===== src/logic/dram_cfg_pkg.sv =====
package dram_cfg_pkg;

    // Register byte offsets, 16-bit data port
    localparam logic [11:0] OFF_TERM_LO = 12'h29C;
    localparam logic [11:0] OFF_TERM_HI = 12'h29E;
    localparam logic [11:0] OFF_BND1 = 12'h602;
    localparam logic [11:0] OFF_BND2 = 12'h604;
    localparam logic [11:0] OFF_BND3 = 12'h606;
    localparam logic [11:0] OFF_ATTR_LO = 12'h608;
    localparam logic [11:0] OFF_ATTR_HI = 12'h60A;
    localparam logic [11:0] OFF_PCHG = 12'h650;

    // Termination control fields
    localparam int TERM_W = 4;
    localparam int CTRL_TERM_LSB = 0;
    localparam int WR_TERM_LSB = 4;
    localparam int RD_TERM_LSB = 8;
    localparam logic [11:0] TERM_RESET = 12'h000;

    // Rank boundary and attribute fields
    localparam int BND_W = 10;
    localparam logic [9:0] BND_RESET = 10'h000;
    localparam int ATTR_W = 8;
    localparam logic [7:0] ATTR_RESET = 8'h00;

    // Precharge spacing fields
    localparam int PP_LSB = 0;
    localparam int PP_W = 2;
    localparam int RP_LSB = 2;
    localparam int RP_W = 4;
    localparam int WP_LSB = 6;
    localparam int WP_W = 5;
    localparam logic [10:0] PCHG_RESET = 11'h000;

    localparam int RANKS = 4;
    localparam int BANKS = 8;

    typedef enum logic [1:0] {CMD_READ, CMD_WRITE, CMD_PCHG, CMD_OTHER} cmd_kind_t;

    typedef struct packed {
        logic valid;
        cmd_kind_t kind;
        logic channel;
        logic [1:0] rank;
        logic [2:0] bank;
    } cmd_t;

    typedef struct packed {
        logic wr;
        logic rd;
        logic [11:0] addr;
        logic [1:0] be;
        logic [15:0] wdata;
    } reg_req_t;

endpackage


===== src/logic/spacing_timer.sv =====
`timescale 1ns/1ps
module spacing_timer #(
    parameter int W = 4
) (
    input wire logic clk,
    input wire logic rstn,
    input wire logic load,
    input wire logic [W-1:0] value,
    output logic [W-1:0] next_count
);
    logic [W-1:0] cnt_q;
    logic [W-1:0] dec;

    // A newer command never shortens a window already running
    always_comb
    begin
        dec = (cnt_q == '0) ? '0 : W'(cnt_q - W'(1));
        next_count = (load && (value > dec)) ? value : dec;
    end

    always_ff @(posedge clk or negedge rstn)
    begin
        if (!rstn)
            cnt_q <= '0;
        else
            cnt_q <= next_count;
    end
endmodule


===== src/logic/dram_channel_odt_rank_precharge_cfg.sv =====
`timescale 1ns/1ps
// Function
// - DRAM termination held read duration after channel 0 reads
// - DRAM termination held write duration after channel 0 writes
// - Controller termination held its duration on channel 0 reads
// - Boundary registers: 10 writable bits, upper zero
// - Stolen-memory lock freezes boundaries and attributes
// - One 8-bit attribute per rank, paired
// - Channel 1 write to precharge spacing per rank-bank
// - Channel 1 read to precharge spacing per rank-bank
// - Channel 1 precharge to precharge spacing per rank
module dram_channel_odt_rank_precharge_cfg (
    input wire logic clk,
    input wire logic rstn,
    input wire dram_cfg_pkg::reg_req_t reg_req,
    output logic [15:0] reg_rdata_q,
    output logic reg_rvalid_q,
    input wire dram_cfg_pkg::cmd_t cmd,
    input wire logic stolen_lock,
    output logic dram_odt_q,
    output logic ctrl_odt_q,
    output logic [31:0] pchg_block_q
);
    logic [11:0] term_q;
    logic [9:0] bnd_q [3];
    logic [7:0] attr_q [4];
    logic [10:0] pchg_q;

    logic [3:0] read_term_duration;
    logic [3:0] write_term_duration;
    logic [3:0] ctrl_term_duration;
    logic [4:0] ch1_write_to_pchg_gap;
    logic [3:0] ch1_read_to_pchg_gap;
    logic [1:0] ch1_pchg_to_pchg_gap;

    logic wr_lo;
    logic wr_hi;
    logic ch0_rd;
    logic ch0_wr;
    logic ch1_rd;
    logic ch1_wr;
    logic ch1_pc;
    logic [3:0] rd_odt_nx;
    logic [3:0] wr_odt_nx;
    logic [3:0] ctl_odt_nx;
    logic [31:0] block_d;
    logic [31:0] wp_hold;
    logic [31:0] rp_hold;
    logic [3:0] pp_hold;
    logic [15:0] rdata_d;

    assign read_term_duration = term_q[dram_cfg_pkg::RD_TERM_LSB +: dram_cfg_pkg::TERM_W];
    assign write_term_duration = term_q[dram_cfg_pkg::WR_TERM_LSB +: dram_cfg_pkg::TERM_W];
    assign ctrl_term_duration = term_q[dram_cfg_pkg::CTRL_TERM_LSB +: dram_cfg_pkg::TERM_W];
    assign ch1_write_to_pchg_gap = pchg_q[dram_cfg_pkg::WP_LSB +: dram_cfg_pkg::WP_W];
    assign ch1_read_to_pchg_gap = pchg_q[dram_cfg_pkg::RP_LSB +: dram_cfg_pkg::RP_W];
    assign ch1_pchg_to_pchg_gap = pchg_q[dram_cfg_pkg::PP_LSB +: dram_cfg_pkg::PP_W];

    assign wr_lo = reg_req.wr && reg_req.be[0];
    assign wr_hi = reg_req.wr && reg_req.be[1];

    assign ch0_rd = cmd.valid && !cmd.channel && (cmd.kind == dram_cfg_pkg::CMD_READ);
    assign ch0_wr = cmd.valid && !cmd.channel && (cmd.kind == dram_cfg_pkg::CMD_WRITE);
    assign ch1_rd = cmd.valid && cmd.channel && (cmd.kind == dram_cfg_pkg::CMD_READ);
    assign ch1_wr = cmd.valid && cmd.channel && (cmd.kind == dram_cfg_pkg::CMD_WRITE);
    assign ch1_pc = cmd.valid && cmd.channel && (cmd.kind == dram_cfg_pkg::CMD_PCHG);

    // Termination control register
    always_ff @(posedge clk or negedge rstn)
    begin
        if (!rstn)
            term_q <= dram_cfg_pkg::TERM_RESET;
        else if (reg_req.addr == dram_cfg_pkg::OFF_TERM_LO)
        begin
            if (wr_lo)
                term_q[7:0] <= reg_req.wdata[7:0];
            if (wr_hi)
                term_q[11:8] <= reg_req.wdata[11:8];
        end
    end

    // Boundaries; the lock drops writes silently
    always_ff @(posedge clk or negedge rstn)
    begin
        if (!rstn)
        begin
            for (int i = 0; i < 3; i++)
                bnd_q[i] <= dram_cfg_pkg::BND_RESET;
        end
        else if (!stolen_lock)
        begin
            for (int i = 0; i < 3; i++)
            begin
                if (reg_req.addr == 12'(dram_cfg_pkg::OFF_BND1 + 12'(2 * i)))
                begin
                    if (wr_lo)
                        bnd_q[i][7:0] <= reg_req.wdata[7:0];
                    if (wr_hi)
                        bnd_q[i][9:8] <= reg_req.wdata[9:8];
                end
            end
        end
    end

    // Rank attributes, even rank in low byte, odd rank in high byte
    always_ff @(posedge clk or negedge rstn)
    begin
        if (!rstn)
        begin
            for (int r = 0; r < dram_cfg_pkg::RANKS; r++)
                attr_q[r] <= dram_cfg_pkg::ATTR_RESET;
        end
        else if (!stolen_lock)
        begin
            if (reg_req.addr == dram_cfg_pkg::OFF_ATTR_LO)
            begin
                if (wr_lo)
                    attr_q[0] <= reg_req.wdata[7:0];
                if (wr_hi)
                    attr_q[1] <= reg_req.wdata[15:8];
            end
            if (reg_req.addr == dram_cfg_pkg::OFF_ATTR_HI)
            begin
                if (wr_lo)
                    attr_q[2] <= reg_req.wdata[7:0];
                if (wr_hi)
                    attr_q[3] <= reg_req.wdata[15:8];
            end
        end
    end

    // Precharge spacing register
    always_ff @(posedge clk or negedge rstn)
    begin
        if (!rstn)
            pchg_q <= dram_cfg_pkg::PCHG_RESET;
        else if (reg_req.addr == dram_cfg_pkg::OFF_PCHG)
        begin
            if (wr_lo)
                pchg_q[7:0] <= reg_req.wdata[7:0];
            if (wr_hi)
                pchg_q[10:8] <= reg_req.wdata[10:8];
        end
    end

    // Read mux; reserved bits and unmapped offsets read zero
    always_comb
    begin
        rdata_d = 16'h0000;
        case (reg_req.addr)
            dram_cfg_pkg::OFF_TERM_LO: rdata_d = {4'h0, term_q};
            dram_cfg_pkg::OFF_TERM_HI: rdata_d = 16'h0000;
            dram_cfg_pkg::OFF_BND1: rdata_d = {6'h00, bnd_q[0]};
            dram_cfg_pkg::OFF_BND2: rdata_d = {6'h00, bnd_q[1]};
            dram_cfg_pkg::OFF_BND3: rdata_d = {6'h00, bnd_q[2]};
            dram_cfg_pkg::OFF_ATTR_LO: rdata_d = {attr_q[1], attr_q[0]};
            dram_cfg_pkg::OFF_ATTR_HI: rdata_d = {attr_q[3], attr_q[2]};
            dram_cfg_pkg::OFF_PCHG: rdata_d = {5'h00, pchg_q};
            default: rdata_d = 16'h0000;
        endcase
    end

    always_ff @(posedge clk or negedge rstn)
    begin
        if (!rstn)
        begin
            reg_rdata_q <= 16'h0000;
            reg_rvalid_q <= 1'b0;
        end
        else
        begin
            reg_rdata_q <= reg_req.rd ? rdata_d : 16'h0000;
            reg_rvalid_q <= reg_req.rd;
        end
    end

    // Channel 0 termination windows
    spacing_timer #(.W(4)) u_rd_odt (
        .clk(clk),
        .rstn(rstn),
        .load(ch0_rd),
        .value(read_term_duration),
        .next_count(rd_odt_nx)
    );

    spacing_timer #(.W(4)) u_wr_odt (
        .clk(clk),
        .rstn(rstn),
        .load(ch0_wr),
        .value(write_term_duration),
        .next_count(wr_odt_nx)
    );

    spacing_timer #(.W(4)) u_ctl_odt (
        .clk(clk),
        .rstn(rstn),
        .load(ch0_rd),
        .value(ctrl_term_duration),
        .next_count(ctl_odt_nx)
    );

    // High from the cycle after the command for exactly the duration
    always_ff @(posedge clk or negedge rstn)
    begin
        if (!rstn)
        begin
            dram_odt_q <= 1'b0;
            ctrl_odt_q <= 1'b0;
        end
        else
        begin
            dram_odt_q <= (rd_odt_nx != 4'h0) || (wr_odt_nx != 4'h0);
            ctrl_odt_q <= (ctl_odt_nx != 4'h0);
        end
    end

    // Channel 1 precharge trackers, index is rank*8+bank
    for (genvar rb = 0; rb < dram_cfg_pkg::RANKS * dram_cfg_pkg::BANKS; rb++)
    begin : g_rb
        logic [4:0] wp_nx;
        logic [3:0] rp_nx;

        spacing_timer #(.W(5)) u_wp (
            .clk(clk),
            .rstn(rstn),
            .load(ch1_wr && ({cmd.rank, cmd.bank} == 5'(rb))),
            .value(ch1_write_to_pchg_gap),
            .next_count(wp_nx)
        );

        spacing_timer #(.W(4)) u_rp (
            .clk(clk),
            .rstn(rstn),
            .load(ch1_rd && ({cmd.rank, cmd.bank} == 5'(rb))),
            .value(ch1_read_to_pchg_gap),
            .next_count(rp_nx)
        );

        // Count of 1 releases on the following clock, so only >1 blocks
        assign wp_hold[rb] = (wp_nx > 5'h01);
        assign rp_hold[rb] = (rp_nx > 4'h1);
    end

    for (genvar r = 0; r < dram_cfg_pkg::RANKS; r++)
    begin : g_rank
        logic [1:0] pp_nx;

        spacing_timer #(.W(2)) u_pp (
            .clk(clk),
            .rstn(rstn),
            .load(ch1_pc && (cmd.rank == 2'(r))),
            .value(ch1_pchg_to_pchg_gap),
            .next_count(pp_nx)
        );

        assign pp_hold[r] = (pp_nx > 2'h1);
    end

    always_comb
    begin
        for (int i = 0; i < 32; i++)
            block_d[i] = wp_hold[i] || rp_hold[i] || pp_hold[i / 8];
    end

    always_ff @(posedge clk or negedge rstn)
    begin
        if (!rstn)
            pchg_block_q <= 32'h00000000;
        else
            pchg_block_q <= block_d;
    end
endmodule


===== config.mk =====
export PLATFORM = sky130hd
export DESIGN_NAME = dram_channel_odt_rank_precharge_cfg
export DESIGN_NICKNAME = d
export VERILOG_FILES = /design/src/logic/dram_cfg_pkg.sv /design/src/logic/spacing_timer.sv /design/src/logic/dram_channel_odt_rank_precharge_cfg.sv
export SDC_FILE = /design/constraint.sdc
export NUM_CORES = 1
export LEC_CHECK = 0
export BUFFER_PORTS_ARGS = -buffer_cell sky130_fd_sc_hd__buf_2
export CAP_MARGIN = 5
export CORE_ASPECT_RATIO = 2
export CORE_UTILIZATION = 47
export DETAILED_ROUTE_END_ITERATION = 10
export HOLD_SLACK_MARGIN = 0.12
export PLACE_DENSITY = 0.66
export SKIP_LAST_GASP = 1
export SYNTH_ARGS = -nofsm -noshare
export SYNTH_HDL_FRONTEND = slang
export SYNTH_HIERARCHICAL = 1
export SYNTH_SLANG_ARGS = --single-unit

===== constraint.sdc =====
create_clock -name clk -period 2.8 [get_ports clk]
set_input_delay 0.28 -clock clk [delete_from_list [all_inputs] [get_ports clk]]
set_output_delay 0.28 -clock clk [all_outputs]
set_load 0.02 [all_outputs]

==> impl_results.md, run 1 <==
* Status: finished clean
* Dpl hpwl at approximately 56000 um
* Die height at 366.0 um
* FFs w/ async S/R, synth at between 90% and 100%
* Max incr delay on CP at 390 ps
* Worst-skew pair later-pin latency at 580 ps
* Top delay family on crit path: simple AND/OR/NAND/NOR gates
* CTS Buffer Depth at 3
* Leak at about 0.017 uW
* Crit path kind: flop to flop
* Post-route setup TNS at 0 ps
* Layout cells sized above 1 at between 20% and 30%
* Synth area leaders: dfrtp_1 (36%), ha_1 (14%), mux2i_1 (7.9%)
* I/O Pins at 95
* Period minus WS final at 2681 ps
* Max VDD drop at 585.6 uV
* Max Fanout on Critical Path at 4
* WHS Path Cells at 4
* TritonRoute pass-1 iters at 5
* Placeable Area at roughly 66000 um2
* Hold crit path type: primary input to flop
* CP max stage cell: or3_1
* Yosys reg bits at 444
* Detailed-route via count at 23440
* CP required at 3250 ps
* MaxCap Viol Count at 0
* Hold Vio Cnt, Final at 0
* Worst path depth at 10
* Final setup vio count at 0
* Endpoint class of the critical path: flop
* Die Wd at about 180 um
* Arrival time at the worst endpoint at 3130 ps
* Routed WL per cell at 18.08 um
* Least-Margin Pin Slew at 776.9 ps
* Yosys top cell by area: dfrtp_1
* Post-synth top flop: dfrtp_1
* Vias in the first global route at 24870
* YS warnings at 6
* Unrepaired setup endpoints after global routing: true
* Post-Syn Nets at 3481
* Area of the mapped netlist at 31130 um2
* Final slew viol count at 0
* GPL Wtd Cong at between 0.8 and 0.9
* I/O Buffers at 94
* Syn-to-layout area delta at 14.86%
* Fmax at 373.0 MHz
* CP Buf/Inv Count at 0
* Root Buffer: clkbuf_16
* Tot GR Track Use at 23.08%
* First-pass GRT wire length at 123100 um
* CP cell instances: or3_1 -> nor3_1 -> a21oi_1 -> ha_1 -> nand4_2 -> o221ai_2 -> o211ai_2 -> mux2i_1 -> nor4_2 -> nand2_1
* Sequential-to-total area share from yosys stat at 35.69%
* Initial Util at 47.48%
* Synth Instances at between 3000 and 4000
* Die area at 67330 um2
* Rel. slew slack at around half
* GRT Residual Overflow at 0
* Wirelength, routed at 76450 um
* Pwr dens at 714.5 nW/um2
* Remaining antenna violation count after routing at 0
* Largest net degree at the start of global routing at 81
* Fin nets at between 3000 and 4000
* Drt first-iter violations at 842
* Clk slew on worst S/H paths at 70 ps
* Setup Skew at 14.64 ps
* Worst Reg2Reg Path Length in Cells at 10
* H-tree levels at 2
* Synth top area share at 35.69%
* Synth cell types at 51
* CP Launch Type: flop
* Initial antenna violation count at 2
* Vias per inst at 5.545
* Post-route DRC violation count at 0
* Final Cycle Share at 95.75%
* CTS tree: built
* CTS buffer count at 42
* Synth Area per Inst at 10.05 um2
* Post-synth EDFFs at 0
* Std cell rows at approximately 130
* WHS at 190.4 ps
* CTS Sinks at between 400 and 500
Yosys cell counts, types with 33 or more instances:
cell type  number
mux2_4         71
nand2_1       184
nor3_1        107
or2_2          33
nor2b_4        39
nor2_1        242
nand2b_1       34
o31ai_1        35
nor2b_1        43
nand4_1        38
a21oi_4        35
o21a_1         35
o211ai_2       71
nor4_1         67
dfrtp_1       444
mux2_2         92
a21oi_1       198
nand3_1        38
ha_1          340
inv_1         439
mux2i_1       247
or3_1          33
per-stage QoR:
step | utilization [%] | area (um2) | instances | total power (uW) | setup WS (ps)
after floorplan | - | 31130 | 3097 | 16180 | 30.61
after global placement | 51.19 | 33560 | 4122 | 18440 | 54.53
after detailed placement | 51.19 | 33560 | 4122 | 18690 | -0.6943
after CTS | 53.70 | 35210 | 4215 | 24980 | 24.34
after global routing | 54.53 | 35750 | 4227 | 27380 | -59.96
final | 54.54 | 35760 | 4228 | 25550 | 119.1
path summary, 6_finish.rpt:
path	start	endpoint	slack, ps
max in group asynchronous	rstn	g_rb[2].u_rp/cnt_q[3]	1700
hold reg to reg	bnd_q[1]	bnd_q[1]	490
setup reg to reg	g_rb[6].u_wp/cnt_q[0]	pchg_block_q[6]	120
hold / removal	reg_req[18]	reg_rdata_q[9]	190
setup / recovery	g_rb[6].u_wp/cnt_q[0]	pchg_block_q[6]	120
min in group asynchronous	rstn	g_rb[11].u_wp/cnt_q[4]	230
area by class of cell:
type                    count  area, um2
fillers                  5822      29810
flip-flops and latches    444      11140
clock inverters            15      203.9
inverters                 439       1648
multi-input cells        2181      18720
clock buffers              60       1252
diodes                      1      2.502
well taps                 877       1097
repair buffers            211       1695
sequential cells by signal, summed over array words and instances (netlist names), 4 cells and up:
register / flops
u_rd_odt/cnt_q: 4
attr_q: 32
u_ctl_odt/cnt_q: 4
term_q: 12
bnd_q: 30
g_rank.u_pp/cnt_q: 8
reg_rdata_q: 16
pchg_block_q: 32
g_rb.u_rp/cnt_q: 128
pchg_q: 11
u_wr_odt/cnt_q: 4
g_rb.u_wp/cnt_q: 160
per-layer routing:
layer / vias up / track usage [%] / part of all wire [%]
met5: - / 0 / 0.022
met4: 2 / 11.75 / 5.0
met3: 196 / 3.161 / 3.1
met2: 379 / 45.41 / 55
met1: 11470 / 22.82 / 37
li1: 11400 / - / -
timing repair:
action | 4_1_cts | 5_1_grt
buffers inserted | 0 | 12
resized for setup | 1 | 66
hold buffers | 18 | 0
endpoints found under the setup margin | 1 | 32
pin swaps | 0 | 65
hold endpoints to repair | 272 | 0
tightest hold or removal path, cell delays in order:
cell and delay (ps):
buf_2 150, nor4_4 80, nand2_1 60, a311oi_1 120
report_power, final:
group	leakage (uW)	internal, uW	total [uW]	switching [uW]
registers	0.00587	7570	8320	755
logic	0.0104	4770	11100	6310
clock network	0.000724	3570	6140	2570
total	0.0170	15900	25500	9640
cells in the final DEF, fill, tap and decap left out, drive strengths merged, types with 4 or more instances in the layout:
master and instances:
nand4 70, clkinv 10, buf 193, clkbuf 60, and3 4, nand3 39
or2 33, a21o 11, mux2i 247, inv 439, o21ai 32, o31ai 35
nor3 107, o22a 10, o211ai 71, nor2 244, a22oi 5, ha 340
nor2b 82, o221ai 32, dfrtp 444, bufinv 5, a311oi 11, nand2b 34
or3 33, o21a 35, dlygate4sd3 18, o2bb2ai 10, a21oi 233, nor4 70
nand2 184, mux2 191
logic make-up after synthesis:
group	count (synthesis)	synth area share, %
compound gates	487	12.93
flops	444	35.69
fa+ha+maj	340	13.67
buf+inv	472	5.747
simple gates	916	16.26
mux	438	15.71
(Power assumes the default switching activity.)
==> run 2, diff against run 1 <==
--- a/config.mk
+++ b/config.mk
@@ -8,6 +8,7 @@
 export BUFFER_PORTS_ARGS = -buffer_cell sky130_fd_sc_hd__buf_2
 export CAP_MARGIN = 5
 export CORE_ASPECT_RATIO = 2
+export CORE_MARGIN = 5
 export CORE_UTILIZATION = 47
 export DETAILED_ROUTE_END_ITERATION = 10
 export HOLD_SLACK_MARGIN = 0.12
==> constraint.sdc (replaced) <==
create_clock -name clk -period 2.8 [get_ports clk]
set_input_delay 0.42 -clock clk [delete_from_list [all_inputs] [get_ports clk]]
set_output_delay 0.42 -clock clk [all_outputs]
set_load 0.02 [all_outputs]
==> impl_results.md, run 2 (synthesis gave the netlist of run 1 again) <==
* Die Wd at 192.0 um (+4.3%)
* CP required at 3250 ps (about the same)
* Leak at 0.01699 uW (+0.19%)
* Fin nets at 3692 (-0.30%)
* Post-route DRC violation count at 0 (unchanged)
* Arrival time at the worst endpoint at 3150 ps (+20 ps)
* Clk slew on worst S/H paths at 60 ps (about the same)
* H-tree levels at 2 (unchanged)
* WHS Endpoint: attr_q[8]
* Final slew viol count at 0 (unchanged)
* Die area at 71800 um2 (+6.6%)
* CTS buffer count at 44 (+4.8%)
* CP cell instances: inv_1 -> ha_1 -> nand2b_1 -> nor3_1 -> or2_2 -> ha_1 -> nand4_2 -> o221ai_2 -> o211ai_2 -> mux2i_1 -> nor4_2 -> nand2_1
* Final setup vio count at 0 (unchanged)
* CTS tree: built
* GPL Wtd Cong at 0.8539 (-2.2%)
* Vias in the first global route at 24930 (+0.24%)
* Tot GR Track Use at 21.12% (-2.0 points)
* R2R Path End: pchg_block_q[12]
* Remaining antenna violation count after routing at 0 (unchanged)
* CP Buf/Inv Count at 1 (+1)
* Commonest non-fill, non-tap cell in the layout: inv_1
* CTS Sinks at 444 (unchanged)
* MaxCap Viol Count at 0 (unchanged)
* CP max stage cell: dfrtp_1
* Least-Margin Pin Slew at 806.8 ps (+29.97 ps)
* Placeable Area at 65730 um2 (+0.25%)
* R2R Path Start: g_rb[12].u_wp/cnt_q[0]
* Top cell by count, worst path: ha_1
* Core Util, Final at 54.34% (-0.20 points)
* Status: finished clean
* TritonRoute pass-1 iters at 5 (unchanged)
* Crit. Startpoint: g_rb[12].u_wp/cnt_q[0]
* I/O Buffers at 94 (unchanged)
* Pwr dens at 723.1 nW/um2 (+1.2%)
* Unrepaired setup endpoints after global routing: true
* Std cell rows at 133 (unchanged)
* Max incr delay on CP at 370 ps (-20 ps)
* Layout cells sized above 1 at 21.38% (about the same)
* Routed WL per cell at 18.13 um (+0.29%)
* Setup Skew at 27.95 ps (+13.31 ps)
* Initial antenna violation count at 3 (+1)
* Crit path kind: flop to flop
* Worst Reg2Reg Path Length in Cells at 12 (+2)
* Drt first-iter violations at 931 (+11%)
* Root Buffer: clkbuf_16
* Largest net degree at the start of global routing at 73 (-9.9%)
* Wirelength, routed at 76560 um (+0.14%)
* I/O Pins at 95 (unchanged)
* Biggest regs: g_rb.u_wp/cnt_q: 160 flops, g_rb.u_rp/cnt_q: 128 flops
* CP Launch Type: flop
* Hold Vio Cnt, Final at 0 (unchanged)
* Top delay family on crit path: simple AND/OR/NAND/NOR gates
* GRT Residual Overflow at 0 (unchanged)
* WHS Path Cells at 2 (-2)
* Die height at 374.0 um (+2.2%)
* Fmax at 370.3 MHz (-0.72%)
* Hold Crit Start: reg_req[0]
* R2R setup slack at 100 ps (-20 ps)
* First-pass GRT wire length at 123200 um (about the same)
* Detailed-route via count at 23420 (-0.12%)
* Fillcell total at 5814 (-0.14%)
* Max VDD drop at 532.1 uV (-9.1%)
* Post-route setup TNS at 0 ps (unchanged)
* Rel. slew slack at 46.21% (-2.0 points)
* Worst-skew pair later-pin latency at 590 ps (about the same)
* Hold crit path type: primary input to flop
* Initial Util at 47.36% (-0.12 points)
* Dpl hpwl at 57460 um (+2.2%)
* Final Cycle Share at 96.44% (+0.70 points)
* CTS Buffer Depth at 3 (unchanged)
* Max reg flops at 160 (unchanged)
* Endpoint class of the critical path: flop
* Commonest cells after routing, fill and taps aside: inv_1 (439), dfrtp_1 (435), ha_1 (339)
* Syn-to-layout area delta at 14.73%
* Vias per inst at 5.546 (about the same)
* Period minus WS final at 2700 ps (+19.48 ps)
* Largest Register: g_rb.u_wp/cnt_q
* Max Fanout on Critical Path at 5 (+1)
==> run 2: timing repair <==
action	in CTS	in global routing
gates resized for setup	0	59
setup endpoints to repair	0	31
setup buffers	0	7
hold buffers	8	0
endpoints found under the hold margin	54	0
==> run 2: how the worst max path moves through the flow <==
stage	endpoint	slack, ps	cells past startpoint
floorplan	pchg_block_q[16]	30	7
global placement	dram_odt_q	50	11
detailed placement	pchg_block_q[7]	9	10
CTS	dram_odt_q	0.7	11
global route	pchg_block_q[12]	-160	12
finish	pchg_block_q[12]	100	12
==> run 2: final cells by class <==
| type | instances | area, um2 | share of cell area [%] |
|---|---|---|---|
| multi-input combinational | 2181 | 18680 | 52.29 |
| sequential | 444 | 11140 | 31.20 |
| inverter | 439 | 1648 | 4.614 |
| timing repair buffer | 198 | 1573 | 4.404 |
| clock buffer | 61 | 1256 | 3.517 |
| tap | 877 | 1097 | 3.072 |
| clock inverter | 21 | 319.1 | 0.8933 |
| antenna | 1 | 2.502 | 0.007006 |
==> run 2: per-layer routing <==
layer	track usage, %	up-vias	routed length, um
li1	-	11390	-
met4	8.847	4	3558
met5	0	-	26
met2	42.15	397	43140
met1	21.34	11420	27400
met3	2.724	207	2429
==> run 2: worst reg2reg max path, stage by stage (launching register included) <==
cell      delay, ps
dfrtp_1         370
inv_1            50
ha_1            220
nand2b_1        120
nor3_1           70
or2_2           290
ha_1            300
nand4_2         110
o221ai_2        190
o211ai_2        230
mux2i_1         210
nor4_2          340
nand2_1          80
==> run 2: report_power, final <==
part,total [uW],internal (uW),switching [uW],leakage [uW]
sequential,8340,7570,773,0.00587
combinational,10900,4680,6250,0.0103
clock,6560,3890,2670,0.000777
total,25800,16100,9700,0.0170
==> run 2: per-stage QoR <==
stage / instances / total power, uW / setup slack (ps) / cell area, um2 / hold WS (ps)
after global routing: 4221 / 27720 / -162.7 / 35710 / 155.2
final: 4222 / 25830 / 99.63 / 35720 / 162.1
after CTS: 4214 / 25470 / 0.6979 / 35230 / 129.7
after global placement: 4124 / 18530 / 45.38 / 33570 / 391.4
after detailed placement: 4124 / 18770 / 9.330 / 33570 / 395.7
after floorplan: 3097 / 16180 / 30.61 / 31130 / 124.4
